## src/pkg/clk_route_pkg.sv

```systemverilog
package clk_route_pkg;
    // Register indices; byte address is four times the index
    localparam logic [9:0] IDX_CTL_LO = 10'h1BA;
    localparam logic [9:0] IDX_CTL_HI = 10'h1BB;
    localparam logic [9:0] IDX_RB0 = 10'h22C;
    localparam logic [9:0] IDX_RB1 = 10'h22D;
    localparam logic [9:0] IDX_IRQ_STS = 10'h240;
    localparam logic [9:0] IDX_IRQ_MASK = 10'h241;
    localparam logic [9:0] IDX_DIV_BASE = 10'h250;
    // Low routing register fields
    localparam int CTL_LO_SEL_LSB = 5;
    localparam int CTL_LO_WEAK_BIT = 4;
    localparam logic [7:0] CTL_LO_RESET = 8'h01;
    // High routing register fields
    localparam int CTL_HI_PD_BIT = 7;
    localparam int CTL_HI_SEL_LSB = 4;
    localparam logic [7:0] CTL_HI_RESET = 8'h00;
    // Auxiliary divider codes
    localparam logic [3:0] AUX_DIV1 = 4'h0;
    localparam logic [3:0] AUX_DIV2 = 4'h1;
    localparam logic [3:0] AUX_DIV4 = 4'h2;
    localparam logic [3:0] AUX_DIV8 = 4'h4;
    localparam logic [3:0] AUX_DIV16 = 4'h8;
    // Second readback register fields
    localparam int RB1_HOLD_BIT = 3;
    localparam int RB1_SELREF_BIT = 2;
    localparam int RB1_CAL_BIT = 0;
    // Interrupt status bits
    localparam int IRQ_CLEANUP_UNLOCK = 0;
    localparam int IRQ_SYNTH_UNLOCK = 1;
    localparam int IRQ_HOLD_ENTER = 2;
    localparam int IRQ_CAL_DONE = 3;
    localparam int IRQ_N = 4;
    // Source pin order within the synchroniser
    localparam int SRC_FIRST = 0;
    localparam int SRC_SECOND = 1;
    localparam int SRC_VCXO = 2;
    localparam int PIN_N = 14;
endpackage

```

## src/core/clock_routing_and_status_readback.sv

```systemverilog
// The Wishbone slave port was chosen for this implementation.
`timescale 1ns/100ps
`default_nettype none
module clock_routing_and_status_readback #(
    parameter int DIV_W = 10,
    parameter int CHAN_N = 4
) (
    input wire logic clk_i,
    input wire logic rst_i,
    input wire logic ce_i,
    input wire logic cyc_i,
    input wire logic stb_i,
    input wire logic we_i,
    input wire logic [11:0] adr_i,
    input wire logic [3:0] sel_i,
    input wire logic [31:0] dat_i,
    output logic [31:0] dat_o,
    output logic ack_o,
    output logic irq_o,
    input wire logic first_vco_divider_i,
    input wire logic second_vco_divider_i,
    input wire logic vcxo_clk_i,
    input wire logic [7:0] clock_lock_status_i,
    input wire logic vco_cal_busy_i,
    input wire logic selected_second_reference_i,
    input wire logic holdover_active_i,
    output logic [5:0] channel_out_clk_o,
    output logic [CHAN_N-1:0] channel_div_tick_o,
    output logic cleanup_loop_aux_clock_out_o,
    output logic aux_weak_drive_o,
    output logic aux_power_down_o
);
    // Refuse shapes the register layout cannot hold
    if (DIV_W < 1 || DIV_W > 16 || CHAN_N < 1 || CHAN_N > 4)
    begin : g_bad_param
        $error("Unsupported divider width or channel count");
    end

    typedef struct packed {
        logic [clk_route_pkg::PIN_N-1:0] sync1;
        logic [clk_route_pkg::PIN_N-1:0] sync2;
        logic [2:0] src_prev;
        logic [3:0] stat_prev;
        logic [7:0] ctl_lo;
        logic [7:0] ctl_hi;
        logic [CHAN_N-1:0][DIV_W-1:0] div_val;
        logic [CHAN_N-1:0][DIV_W-1:0] div_cnt;
        logic [CHAN_N-1:0] div_tick;
        logic [3:0] aux_cnt;
        logic aux_clk;
        logic [5:0] route_clk;
        logic [clk_route_pkg::IRQ_N-1:0] irq_sts;
        logic [clk_route_pkg::IRQ_N-1:0] irq_mask;
        logic ack;
        logic [31:0] rdata;
    } state_t;

    state_t state_reg;
    state_t state_next;
    logic [clk_route_pkg::PIN_N-1:0] pins;
    logic [2:0] src_lvl;
    logic [2:0] src_edge;
    logic [7:0] rb0;
    logic [7:0] rb1;
    logic [3:0] stat_now;
    logic [clk_route_pkg::IRQ_N-1:0] irq_event;
    logic [5:0] sel6;
    logic [9:0] idx;
    logic req;
    logic wr;

    // Pin bundle, clocks in the low three bits
    assign pins = {holdover_active_i, selected_second_reference_i, vco_cal_busy_i,
                   clock_lock_status_i, vcxo_clk_i, second_vco_divider_i, first_vco_divider_i};
    assign src_lvl = state_reg.sync2[2:0];
    assign src_edge = src_lvl & ~state_reg.src_prev;
    // Live readback from the synchronised pins
    assign rb0 = state_reg.sync2[10:3];
    always_comb
    begin
        rb1 = 8'h00;
        rb1[clk_route_pkg::RB1_HOLD_BIT] = state_reg.sync2[13];
        rb1[clk_route_pkg::RB1_SELREF_BIT] = state_reg.sync2[12];
        rb1[clk_route_pkg::RB1_CAL_BIT] = state_reg.sync2[11];
    end
    // Lock, holdover and calibration levels for event detection
    assign stat_now = {state_reg.sync2[11], state_reg.sync2[13], state_reg.sync2[4], state_reg.sync2[3]};
    assign irq_event = {state_reg.stat_prev[3] & ~stat_now[3], stat_now[2] & ~state_reg.stat_prev[2],
                        state_reg.stat_prev[1] & ~stat_now[1], state_reg.stat_prev[0] & ~stat_now[0]};
    // Channel 4..9 select bits, bit j serves channel 4+j
    assign sel6 = {state_reg.ctl_hi[clk_route_pkg::CTL_HI_SEL_LSB+:3], state_reg.ctl_lo[clk_route_pkg::CTL_LO_SEL_LSB+:3]};
    assign idx = adr_i[11:2];
    assign req = cyc_i & stb_i & ~state_reg.ack;
    assign wr = req & we_i;

    // Next-state logic
    always_comb
    begin
        logic src_e;
        state_next = state_reg;
        src_e = 1'b0;
        state_next.sync1 = pins;
        state_next.sync2 = state_reg.sync1;
        state_next.src_prev = src_lvl;
        state_next.stat_prev = stat_now;
        // Channel outputs 4..9 from first or second VCO divider
        for (int j = 0; j < 6; j++)
        begin
            state_next.route_clk[j] = sel6[j] ? src_lvl[clk_route_pkg::SRC_SECOND] : src_lvl[clk_route_pkg::SRC_FIRST];
        end
        // Channel dividers count edges of VCXO or VCO divider output
        for (int i = 0; i < CHAN_N; i++)
        begin
            src_e = state_reg.ctl_hi[i] ? src_edge[clk_route_pkg::SRC_VCXO] : src_edge[clk_route_pkg::SRC_FIRST];
            state_next.div_tick[i] = 1'b0;
            if (src_e)
            begin
                // Wrap on reaching or passing the value, so a value lowered below the running count cannot stall
                if (state_reg.div_cnt[i] >= state_reg.div_val[i])
                begin
                    state_next.div_cnt[i] = '0;
                    state_next.div_tick[i] = 1'b1;
                end
                else
                begin
                    state_next.div_cnt[i] = state_reg.div_cnt[i] + 1'b1;
                end
            end
        end
        // Auxiliary output divides the VCXO clock
        if (src_edge[clk_route_pkg::SRC_VCXO])
        begin
            state_next.aux_cnt = state_reg.aux_cnt + 4'h1;
        end
        unique case (state_reg.ctl_lo[3:0])
            clk_route_pkg::AUX_DIV2: state_next.aux_clk = state_reg.aux_cnt[0];
            clk_route_pkg::AUX_DIV4: state_next.aux_clk = state_reg.aux_cnt[1];
            clk_route_pkg::AUX_DIV8: state_next.aux_clk = state_reg.aux_cnt[2];
            clk_route_pkg::AUX_DIV16: state_next.aux_clk = state_reg.aux_cnt[3];
            default: state_next.aux_clk = src_lvl[clk_route_pkg::SRC_VCXO];
        endcase
        // Sticky events, set wins over a write-one clear
        state_next.irq_sts = state_reg.irq_sts;
        if (wr && sel_i[0] && idx == clk_route_pkg::IDX_IRQ_STS)
        begin
            state_next.irq_sts = state_reg.irq_sts & ~dat_i[clk_route_pkg::IRQ_N-1:0];
        end
        state_next.irq_sts = state_next.irq_sts | irq_event;
        // Register writes
        if (wr && sel_i[0])
        begin
            if (idx == clk_route_pkg::IDX_CTL_LO)
            begin
                state_next.ctl_lo[7:4] = dat_i[7:4];
                if (dat_i[3:0] inside {clk_route_pkg::AUX_DIV1, clk_route_pkg::AUX_DIV2, clk_route_pkg::AUX_DIV4,
                                       clk_route_pkg::AUX_DIV8, clk_route_pkg::AUX_DIV16})
                begin
                    state_next.ctl_lo[3:0] = dat_i[3:0];
                end
            end
            if (idx == clk_route_pkg::IDX_CTL_HI)
            begin
                state_next.ctl_hi = dat_i[7:0];
            end
            if (idx == clk_route_pkg::IDX_IRQ_MASK)
            begin
                state_next.irq_mask = dat_i[clk_route_pkg::IRQ_N-1:0];
            end
        end
        for (int i = 0; i < CHAN_N; i++)
        begin
            if (wr && (&sel_i[1:0]) && idx == clk_route_pkg::IDX_DIV_BASE + 10'(i))
            begin
                state_next.div_val[i] = dat_i[DIV_W-1:0];
            end
        end
        // Read mux, unmapped reads as zero
        state_next.ack = req;
        state_next.rdata = 32'h0000_0000;
        if (req && !we_i)
        begin
            unique case (idx)
                clk_route_pkg::IDX_CTL_LO: state_next.rdata[7:0] = state_reg.ctl_lo;
                clk_route_pkg::IDX_CTL_HI: state_next.rdata[7:0] = state_reg.ctl_hi;
                clk_route_pkg::IDX_RB0: state_next.rdata[7:0] = rb0;
                clk_route_pkg::IDX_RB1: state_next.rdata[7:0] = rb1;
                clk_route_pkg::IDX_IRQ_STS: state_next.rdata[clk_route_pkg::IRQ_N-1:0] = state_reg.irq_sts;
                clk_route_pkg::IDX_IRQ_MASK: state_next.rdata[clk_route_pkg::IRQ_N-1:0] = state_reg.irq_mask;
                default:
                begin
                    for (int i = 0; i < CHAN_N; i++)
                    begin
                        if (idx == clk_route_pkg::IDX_DIV_BASE + 10'(i))
                        begin
                            state_next.rdata[DIV_W-1:0] = state_reg.div_val[i];
                        end
                    end
                end
            endcase
        end
    end

    // State register with clock enable and synchronous reset
    always_ff @(posedge clk_i)
    begin
        if (rst_i)
        begin
            state_reg <= '0;
            state_reg.ctl_lo <= clk_route_pkg::CTL_LO_RESET;
            state_reg.ctl_hi <= clk_route_pkg::CTL_HI_RESET;
        end
        else if (ce_i)
        begin
            state_reg <= state_next;
        end
    end

    // Outputs
    assign dat_o = state_reg.rdata;
    assign ack_o = state_reg.ack;
    assign irq_o = |(state_reg.irq_sts & state_reg.irq_mask);
    assign channel_out_clk_o = state_reg.route_clk;
    assign channel_div_tick_o = state_reg.div_tick;
    assign aux_weak_drive_o = state_reg.ctl_lo[clk_route_pkg::CTL_LO_WEAK_BIT];
    assign aux_power_down_o = state_reg.ctl_hi[clk_route_pkg::CTL_HI_PD_BIT];
    assign cleanup_loop_aux_clock_out_o = state_reg.aux_clk & ~aux_power_down_o;

    // Channel output 4..9 follows its selected source one cycle later
    a_route_select_follow: assert property (@(posedge clk_i) disable iff (rst_i)
        ce_i |=> channel_out_clk_o[0] == ($past(sel6[0]) ? $past(src_lvl[1]) : $past(src_lvl[0])))
        else $error("Channel 4 clock not from selected divider");
    a_route_high_follow: assert property (@(posedge clk_i) disable iff (rst_i)
        ce_i |=> channel_out_clk_o[5] == ($past(sel6[5]) ? $past(src_lvl[1]) : $past(src_lvl[0])))
        else $error("Channel 9 clock not from selected divider");
    a_weak_drive_bit: assert property (@(posedge clk_i) disable iff (rst_i)
        ce_i && wr && sel_i[0] && idx == clk_route_pkg::IDX_CTL_LO |=> aux_weak_drive_o == $past(dat_i[4]))
        else $error("Drive strength did not follow write");
    a_aux_code_legal: assert property (@(posedge clk_i) disable iff (rst_i)
        state_reg.ctl_lo[3:0] inside {4'h0, 4'h1, 4'h2, 4'h4, 4'h8})
        else $error("Illegal auxiliary divider code held");
    a_aux_power_down: assert property (@(posedge clk_i) disable iff (rst_i)
        aux_power_down_o |-> !cleanup_loop_aux_clock_out_o)
        else $error("Auxiliary output runs while powered down");
    a_vcxo_route_count: assert property (@(posedge clk_i) disable iff (rst_i)
        ce_i && state_reg.ctl_hi[0] && src_edge[2] && state_reg.div_cnt[0] < state_reg.div_val[0]
        |=> state_reg.div_cnt[0] == $past(state_reg.div_cnt[0]) + 1'b1)
        else $error("Channel 0 divider missed a VCXO edge");
    a_readback_live: assert property (@(posedge clk_i) disable iff (rst_i)
        ce_i && req && !we_i && idx == clk_route_pkg::IDX_RB0 |=> ack_o && dat_o == {24'h0, $past(rb0)})
        else $error("First readback not live status");
    a_holdover_read: assert property (@(posedge clk_i) disable iff (rst_i)
        ce_i && req && !we_i && idx == clk_route_pkg::IDX_RB1 |=> dat_o[3] == $past(state_reg.sync2[13]))
        else $error("Holdover bit wrong");
    a_selref_read: assert property (@(posedge clk_i) disable iff (rst_i)
        ce_i && req && !we_i && idx == clk_route_pkg::IDX_RB1 |=> dat_o[2] == $past(state_reg.sync2[12]))
        else $error("Selected reference bit wrong");
    a_reserved_zero: assert property (@(posedge clk_i) disable iff (rst_i)
        ce_i && req && !we_i && idx == clk_route_pkg::IDX_RB1 |=> dat_o[7:4] == 4'h0 && !dat_o[1])
        else $error("Reserved readback bits not zero");
    a_readback_no_write: assert property (@(posedge clk_i) disable iff (rst_i)
        ce_i && wr && idx == clk_route_pkg::IDX_RB1 |=> $stable(state_reg.ctl_lo) && $stable(state_reg.ctl_hi))
        else $error("Readback write changed control");
    a_divider_wrap: assert property (@(posedge clk_i) disable iff (rst_i)
        ce_i && src_edge[0] && !state_reg.ctl_hi[1] && state_reg.div_cnt[1] == state_reg.div_val[1]
        |=> channel_div_tick_o[1] && state_reg.div_cnt[1] == '0)
        else $error("Channel 1 divider did not wrap");
endmodule
`default_nettype wire

```

## config.mk

```make
export PLATFORM = sky130hd
export DESIGN_NAME = clock_routing_and_status_readback
export DESIGN_NICKNAME = d
export VERILOG_FILES = /design/src/pkg/clk_route_pkg.sv /design/src/core/clock_routing_and_status_readback.sv
export SDC_FILE = /design/constraint.sdc
export NUM_CORES = 1
export LEC_CHECK = 0
export BUFFER_PORTS_ARGS = -buffer_cell sky130_fd_sc_hd__buf_2
export CORE_UTILIZATION = 30
export DETAILED_ROUTE_END_ITERATION = 6
export PLACE_DENSITY = 0.5
export SETUP_SLACK_MARGIN = 0.1
export SYNTH_ARGS = -nofsm -noshare
export SYNTH_HDL_FRONTEND = slang
export SYNTH_SLANG_ARGS = --single-unit
```

## constraint.sdc

```tcl
create_clock -name clk_i -period 2.3 [get_ports clk_i]
set_input_delay 0.46 -clock clk_i [delete_from_list [all_inputs] [get_ports clk_i]]
set_output_delay 0.46 -clock clk_i [all_outputs]
set_load 0.01 [all_outputs]
```

==> impl_metrics.ini, run 1 <==
[timing]
min_period_ps = 2083
tightest_slew_ps = 586.0
report.final.slew_viol_count = 0
grt_setup_unrepaired = no
setup_tns_ps = 0
hold_viol = 0
relSlewSlack_pct = 60.93
holdWs_ps = 255.3
setup_viol = 0
timing.final.crit_share_pct = 90.57
max_freq_ghz = 0.4801
finClkSkew_ps = 7.618

[min_path]
hold_class = primary input to flip-flop
holdPathStages = 3

[power]
switching_power_uw = 1515
power_frac_comb_pct = 6.1
clockPowerShare_pct = 46.6
p_leak_uw = 0.003882
p_int_uw = 4622
irDropWorstVdd_mv = 0.4405
p_seq_share_pct = 47.3
power.share.switching_pct = 24.68
pwr_density_cell_mw_per_mm2 = 610.8

[grt]
grt_pass1_wl_mm = 35.85
grt_start_max_net_pins = 119
antenna_found_initial = 1
grt_pass1_vias = 6365
grt_util_all_layers_pct = 16.12
overflow = 0

[setup_path]
path_class = flip-flop to flip-flop
arrival_ps = 2460
crit_fanout = 11
end_kind = flip-flop
rr_worst_depth = 4
startpoint_type = flip-flop
cp.required_ps = 2680

[drt]
wl_per_cell_um = 16.68
dr.pass1.iters = 4
highest_layer = met5
drt_wl_total_mm = 22.80
wl_met3_um = 784
detail_route.vias_per_cell = 4.811
via_count = 6576
wl_met2_mm = 10.49
met1_length_mm = 11.25
drt_iter0_markers = 432
drc = 0
ant_nets = 0

[clock_tree]
clock_latency_ps = 430
numCtsBuffers = 17
cts.sinks = 164
tritoncts = built
clockBufferDepth = 2
cts_root_buf = clkbuf_16
clkTransAtPathRegs_ps = 70
cts_htree_levels = 4

[finish]
nets = 1089
area_growth_pct = 16.39
drive_gt1_share_pct = 18.22
largest_register_ffs = 107

[die]
start_util_pct = 30.82
ios = 115
dieWidth_um = 171.6
die_y_um = 171.6
num_rows = 61
core-area_mm2 = 0.02801
dieArea_mm2 = 0.02946

[logic_synthesis]
ys_seq_area_share_pct = 38.03
syn_avg_cell_area_um2 = 9.455
yosysMostFrequentCell = dfxtp_1
ys_types = 61
ys_ff_latch = 164
synthTopCellsByArea = dfxtp_1 38%, mux2i_1 13%, ha_1 6.5%, a211oi_1 5.3%, nor2_1 5.0%
netlist_top_cells_count = 164 x dfxtp_1, 115 x nor2_1, 114 x mux2i_1
synthCells = 913
synth.largest_area_cell = dfxtp_1
ys_warn_count = 0
synthesis.area_mm2 = 0.008632
synth_async_sr_flop_share_pct = 0
synth_top_area_share_pct = 38.03
synthFlopType = dfxtp_1
synth_edf_count = 0

[placed_design]
gp_congestion = 0.7885
portBuffers = 66
hpwl_mm = 16.75

[job]
drv_cap = 0

[run_status]
status = finished, final reports clean
[worst max-delay path, stage by stage, from the launching register on]
cell and delay (ps):
dfxtp_1 450, or3b_2 530, a21oi_2 370, o21a_1 460, a31o_2 220
[through the flow]
step	area [um2]	utilization (%)	setup slack (ps)	cells	total power [uW]
finish	10050	35.87	216.9	1367	6137
global route	10040	35.86	122.1	1366	6383
global placement	9457	33.76	-60.50	1334	3345
floorplan	8738	-	73.68	934	3218
CTS	10040	35.83	123.8	1365	6227
detailed placement	9457	33.76	-85.36	1334	3347
[power groups by stage]
stage          Combinational [uW]  Sequential (uW)  Clock [uW]
2_1_floorplan                 260             2960           0
3_3_place_gp                  376             2970           0
3_5_place_dp                  378             2970           0
4_1_cts                       378             2900        2940
5_1_grt                       411             2910        3070
6_report                      374             2900        2860
[timing repair]
action | CTS | global route
hold buffers | 0 | 0
setup endpoints to repair | 0 | 17
resized for setup | 0 | 1
setup buffers | 0 | 1
[logic make-up after synthesis]
kind of cell             Yosys count  share of synthesized area, %
flip-flops                       164                         38.03
AND/OR/NAND/NOR                  240                         14.02
AO/OA/AOI/OAI                    148                         12.31
multiplexers                     127                         16.22
other                              1                       0.04344
buffers and inverters            146                         8.567
XOR/XNOR                          40                         4.059
adder cells (fa/ha/maj)           47                         6.755
[routing by layer]
metal,track usage [%],vias to the layer above
li1,-,3318
met1,22.33,3137
met2,25.24,100
met3,3.014,19
met4,4.697,2
met5,0,-
[cells in the final DEF, fill, tap and decap left out, drive strengths merged, types with 3 or more instances in the layout]
master    netlist  final
dfxtp         164    164
buf            62    117
nor2          115    115
mux2i         114    114
a211oi         61     61
inv            50     54
ha             45     45
xor2           31     31
nand2          25     25
a21oi          25     25
conb            1     22
nand3          19     19
clkbuf         32     17
nand4          15     15
o21ai          15     15
and3           11     11
nand3b         11     11
mux4           10     10
xnor2           9      9
nor2b           8      8
o21a            8      8
nor4            7      7
clkinv          2      7
a22oi           6      6
or3b            5      5
nand4b          4      4
nand2b          4      4
a21o            4      4
o311ai          4      4
a31o            4      4
nor3            3      3
and4            3      3
and2            3      3
mux2            3      3
o22ai           3      3
clkinvlp        0      3
[layout make-up]
| class | instances | area [um2] |
|---|---|---|
| fill | 2895 | 17960 |
| timing repair buffer | 117 | 803.3 |
| multi-input combinational | 624 | 4711 |
| inverter | 52 | 195.2 |
| clock inverter | 14 | 153.9 |
| tap | 378 | 473.0 |
| sequential | 164 | 3283 |
| antenna | 1 | 2.502 |
| clock buffer | 17 | 425.4 |
[path summary, 6_finish.rpt]
path	startpoint	endpoint	slack (ps)
setup / recovery	src_lvl[0]$_SDFFE_PP0P_	channel_div_tick_o[2]$_SDFFE_PP0P_	220
hold / removal	clock_lock_status_i[5]	state_next[167]$_SDFFE_PP0P_	260
setup reg to reg	src_lvl[0]$_SDFFE_PP0P_	channel_div_tick_o[2]$_SDFFE_PP0P_	220
hold reg to reg	state_reg[155]$_SDFFE_PP0P_	state_reg[40]$_SDFFE_PP0P_	490
No activity file was read; power rests on OpenSTA's default activity.
==> run 2: changes to the inputs <==
--- a/config.mk
+++ b/config.mk
@@ -9,6 +9,7 @@
 export CORE_UTILIZATION = 30
 export DETAILED_ROUTE_END_ITERATION = 6
 export PLACE_DENSITY = 0.5
+export RECOVER_POWER = 25
 export SETUP_SLACK_MARGIN = 0.1
 export SYNTH_ARGS = -nofsm -noshare
 export SYNTH_HDL_FRONTEND = slang
==> run 2 against run 1 <==
Register-to-register slack barely moved. Hold slack about the same. Clock skew increased by 2.4 ps. Sequential power is essentially flat. Critical path depth up 2. Die area did not move. Wire length is essentially flat. Largest power group unchanged.
==> impl_metrics.ini, run 2 (synthesis results as in run 1) <==
[placed_design]
postPlaceCellArea_mm2 = 0.009457
hpwl_mm = 16.75
gp_congestion = 0.7885
portBuffers = 66

[grt]
grt_pass1_wl_mm = 35.85
grt_util_all_layers_pct = 16.12
grt_start_max_net_pins = 119
antenna_found_initial = 1
overflow = 0
grt_pass1_vias = 6365

[die]
num_rows = 61
start_util_pct = 30.82
dieArea_mm2 = 0.02946
die_y_um = 171.6
dieWidth_um = 171.6
ios = 115
core-area_mm2 = 0.02801

[clock_tree]
cts_htree_levels = 4
clockBufferDepth = 2
clkTransAtPathRegs_ps = 70
cts.sinks = 164
clock_latency_ps = 430
numCtsBuffers = 17
cts_root_buf = clkbuf_16
tritoncts = built
ctsHoldBuffers = 0

[power]
p_int_uw = 4621
pwr_density_cell_mw_per_mm2 = 611.9
clockPowerShare_pct = 46.6
switching_power_uw = 1519
power_frac_comb_pct = 6.1
p_seq_share_pct = 47.3
p_leak_uw = 0.003854
power.share.switching_pct = 24.73
irDropWorstVdd_mv = 0.4407

[finish]
drive_gt1_share_pct = 17.51
fin_area_mm2 = 0.01003
final_core_util_pct = 35.82
fill_cells = 2893
nets = 1089
mostFrequentLayoutCells = 164 x dfxtp_1, 115 x nor2_1, 114 x mux2i_1
final_common_cell = dfxtp_1
area_growth_pct = 16.23
largest_register_ffs = 107

[timing]
grt_setup_unrepaired = no
timing.final.crit_share_pct = 91.82
relSlewSlack_pct = 33.40
report.final.slew_viol_count = 0
finClkSkew_ps = 10.05
tightest_slew_ps = 999.0
min_period_ps = 2112
setup_viol = 0
setup_tns_ps = 0
max_freq_ghz = 0.4735
hold_viol = 0

[drt]
ant_nets = 0
detail_route.vias_per_cell = 4.832
drc = 0
drt_wl_total_mm = 22.82
dr.pass1.iters = 6
via_count = 6605
wl_per_cell_um = 16.69
drt_iter0_markers = 435

[run_status]
status = finished, final reports clean

[setup_path]
crit_family = buffers and inverters
crit_buf_inv = 3
path_depth = 6
path_class = primary input to flip-flop
end_kind = flip-flop
rr_worst_depth = 4
cp.required_ps = 2680
crit_fanout = 19
cp_slowest_cell = o21a_1
cp_cell_sequence = clkbuf_1, clkinv_1, buf_12, a21oi_2, o21a_1, a31o_2
startpoint_type = primary input
arrival_ps = 2490
slowest_delay_ps = 460

[min_path]
hold_class = primary input to flip-flop
holdPathStages = 3

[job]
drv_cap = 0
## run 2: changes by cell type in the layout (fill, tap and decap cells not counted), sizes merged
cell / change
buf: -8
clkbuf: +8
## run 2: metrics by stage
stage	hold WS [ps]	setup WS (ps)	power, uW	instances
after floorplan	450.9	73.68	3218	934
after global placement	465.6	-60.50	3345	1334
after detailed placement	470.4	-85.36	3347	1334
after CTS	243.9	123.8	6227	1365
after global routing	250.1	65.48	6383	1366
final	255.1	188.1	6140	1367
## run 2: worst register-to-register path, stage by stage, from the launching register on
cell and delay, ps:
dfxtp_1 450, or3b_2 530, a21oi_2 370, o21a_1 460, a31o_2 220
## run 2: worst paths after layout
path,slack [ps],end,from
worst max register to register,210,channel_div_tick_o[2]$_SDFFE_PP0P_,src_lvl[0]$_SDFFE_PP0P_
worst min register to register,490,state_reg[37]$_SDFFE_PP0P_,state_reg[152]$_SDFFE_PP0P_
worst min-delay path,260,state_next[160]$_SDFFE_PP0P_,second_vco_divider_i
worst max-delay path,190,channel_div_tick_o[2]$_SDFFE_PP0P_,ce_i
## run 2: power groups by stage
stage	Combinational (uW)	Sequential (uW)	Clock, uW
2_1_floorplan	260	2960	0
3_3_place_gp	376	2970	0
3_5_place_dp	378	2970	0
4_1_cts	378	2900	2940
5_1_grt	410	2910	3070
6_report	373	2900	2860
## run 2: layout make-up
class	instances	area (um2)	area share (%)
Inverter	52	195.2	1.945
Antenna cell	1	2.502	0.02494
Multi-Input combinational cell	624	4711	46.95
Clock buffer	17	425.4	4.240
Timing Repair Buffer	117	789.5	7.869
Tap cell	378	473.0	4.714
Clock inverter	14	153.9	1.534
Sequential cell	164	3283	32.72
## run 2: routing by layer
| metal | global-route usage (%) | routed length [um] | vias up |
|---|---|---|---|
| met5 | 0 | 13 | - |
| li1 | - | - | 3318 |
| met2 | 25.24 | 10520 | 87 |
| met3 | 3.014 | 580 | 21 |
| met4 | 4.697 | 275 | 2 |
| met1 | 22.33 | 11430 | 3177 |
## run 2: repair_timing
action                                  in CTS  in global routing
setup buffers                                0                  1
endpoints found under the setup margin       0                 17
resized for setup                            0                  1
==> run 3: changes to the inputs <==
--- a/config.mk
+++ b/config.mk
@@ -6,7 +6,9 @@
 export NUM_CORES = 1
 export LEC_CHECK = 0
 export BUFFER_PORTS_ARGS = -buffer_cell sky130_fd_sc_hd__buf_2
+export CORE_ASPECT_RATIO = 1.2
 export CORE_UTILIZATION = 30
+export CTS_CLUSTER_DIAMETER = 30
 export DETAILED_ROUTE_END_ITERATION = 6
 export PLACE_DENSITY = 0.5
 export RECOVER_POWER = 25
==> run 3 against run 2 <==
Design area is essentially flat. Flip-flop and latch count is the same. Worst setup slack gained 33 ps. Count of clock-buffer cells in the layout rose by 6. Largest cell class unchanged. Hold slack improved by 7.1 ps.
==> impl_metrics.ini, run 3 (synthesis results as in run 1) <==
[run_status]
status = finished, final reports clean

[power]
p_seq_share_pct = 46.5
p_leak_uw = 0.003796
power_frac_comb_pct = 5.9
clockPowerShare_pct = 47.6
power.share.switching_pct = 23.59
switching_power_uw = 1471
irDropWorstVdd_mv = 0.3578
pwr_density_cell_mw_per_mm2 = 621.2
p_int_uw = 4766

[timing]
report.final.slew_viol_count = 0
tightest_slew_ps = 1041
worst_slack_ps = 221.2
timing.final.crit_share_pct = 90.38
hold_viol = 0
relSlewSlack_pct = 30.58
max_freq_ghz = 0.4810
min_period_ps = 2079
holdWs_ps = 262.2
grt_setup_unrepaired = no
finClkSkew_ps = 8.686
setup_viol = 0

[finish]
antenna_cells = 0
mostFrequentLayoutCells = 163 x dfxtp_1, 115 x nor2_1, 114 x mux2i_1
nets = 1093
drive_gt1_share_pct = 16.11
final_common_cell = dfxtp_1
fill_cells = 2894
fin_area_mm2 = 0.01004
final_core_util_pct = 35.75
area_growth_pct = 16.32
regArea_mm2 = 0.003284
multi_input_area_mm2 = 0.004716
largest_register_ffs = 107

[clock_tree]
cts.sinks = 164
cts_setup_buffers = 0
clkTransAtPathRegs_ps = 60
clockBufferDepth = 2
cts_resized = 0
cts_root_buf = clkbuf_16
numCtsBuffers = 17
cts_htree_levels = 4
tritoncts = built
clock_latency_ps = 440
ctsHoldBuffers = 0

[grt]
antenna_found_initial = 0
grt_pass1_wl_mm = 35.97
grt_util_all_layers_pct = 16.07
overflow = 0
grt_pass1_vias = 6512
grt_start_max_net_pins = 54

[setup_path]
cp.required_ps = 2600
cp_cell_sequence = buf_2, buf_4, clkbuf_1, buf_4, mux2i_1, nor2_1
slowest_delay_ps = 770
cp_slowest_cell = clkbuf_1
end_kind = flip-flop
crit_family = buffers and inverters
crit_fanout = 36
crit_buf_inv = 4
path_class = primary input to flip-flop
arrival_ps = 2380
startpoint_type = primary input
timing.critical_path.mode_cell = buf_4

[drt]
wl_per_cell_um = 16.38
drc = 0
via_count = 6543
drt_iter0_markers = 346
dr.pass1.iters = 6
detail_route.vias_per_cell = 4.769
ant_nets = 0
drt_wl_total_mm = 22.47

[placed_design]
postPlaceCellArea_mm2 = 0.009458
portBuffers = 66
hpwl_mm = 16.81
gp_congestion = 0.7733
place_ws_ps = -65.22

[die]
dieArea_mm2 = 0.02946
ios = 115
start_util_pct = 30.74
dieWidth_um = 156.8
num_rows = 67
core-area_mm2 = 0.02808
die_y_um = 187.8

[job]
drv_cap = 0

[min_path]
hold_class = primary input to flip-flop
-- run 3: worst min-delay path, cell delays in order --
cell	delay [ps]
buf_2	70
mux2i_1	50
nor2_1	70
-- run 3: layout make-up --
cell class / count / area share [%]
multi-input combinational: 624 / 46.97
sequential: 164 / 32.71
timing repair buffer: 121 / 7.526
clock buffer: 23 / 4.959
tap: 379 / 4.723
inverter: 52 / 1.944
clock inverter: 9 / 1.171
-- run 3: final timing paths --
kind | start | end | slack (ps) | depth (start not counted)
setup / recovery | ce_i | rb0[2]$_SDFFE_PP0P_ | 220 | 6
hold / removal | clock_lock_status_i[2] | state_next[164]$_SDFFE_PP0P_ | 260 | 3
hold reg to reg | state_reg[154]$_SDFFE_PP0P_ | state_reg[154]$_SDFFE_PP0P_ | 490 | 2
setup reg to reg | src_lvl[0]$_SDFFE_PP0P_ | state_reg[95]$_SDFFE_PP0P_ | 270 | 5
-- run 3: through the flow --
step / total power [uW] / setup TNS [ps] / cells
after floorplan: 3218 / 0 / 934
after detailed placement: 3341 / -1598 / 1340
final: 6237 / 0 / 1372
after global placement: 3339 / -1701 / 1340
after CTS: 6324 / 0 / 1372
after global routing: 6481 / 0 / 1372
-- run 3: power groups by stage --
stage	Sequential, uW	Clock (uW)	Combinational, uW
final	2900	2970	366
after global routing	2910	3170	403
after CTS	2900	3050	375
after detailed placement	2970	0	374
after global placement	2970	0	372
after floorplan	2960	0	260
-- run 3: metal layers --
metal	up-vias	global-route usage (%)	part of all wire [%]	routed length, um
met5	-	0	0	0
met4	0	6.599	2.6	584
met3	27	2.727	2.5	558
met2	90	27.18	49	11080
met1	3094	20.00	46	10250
li1	3332	-	-	-
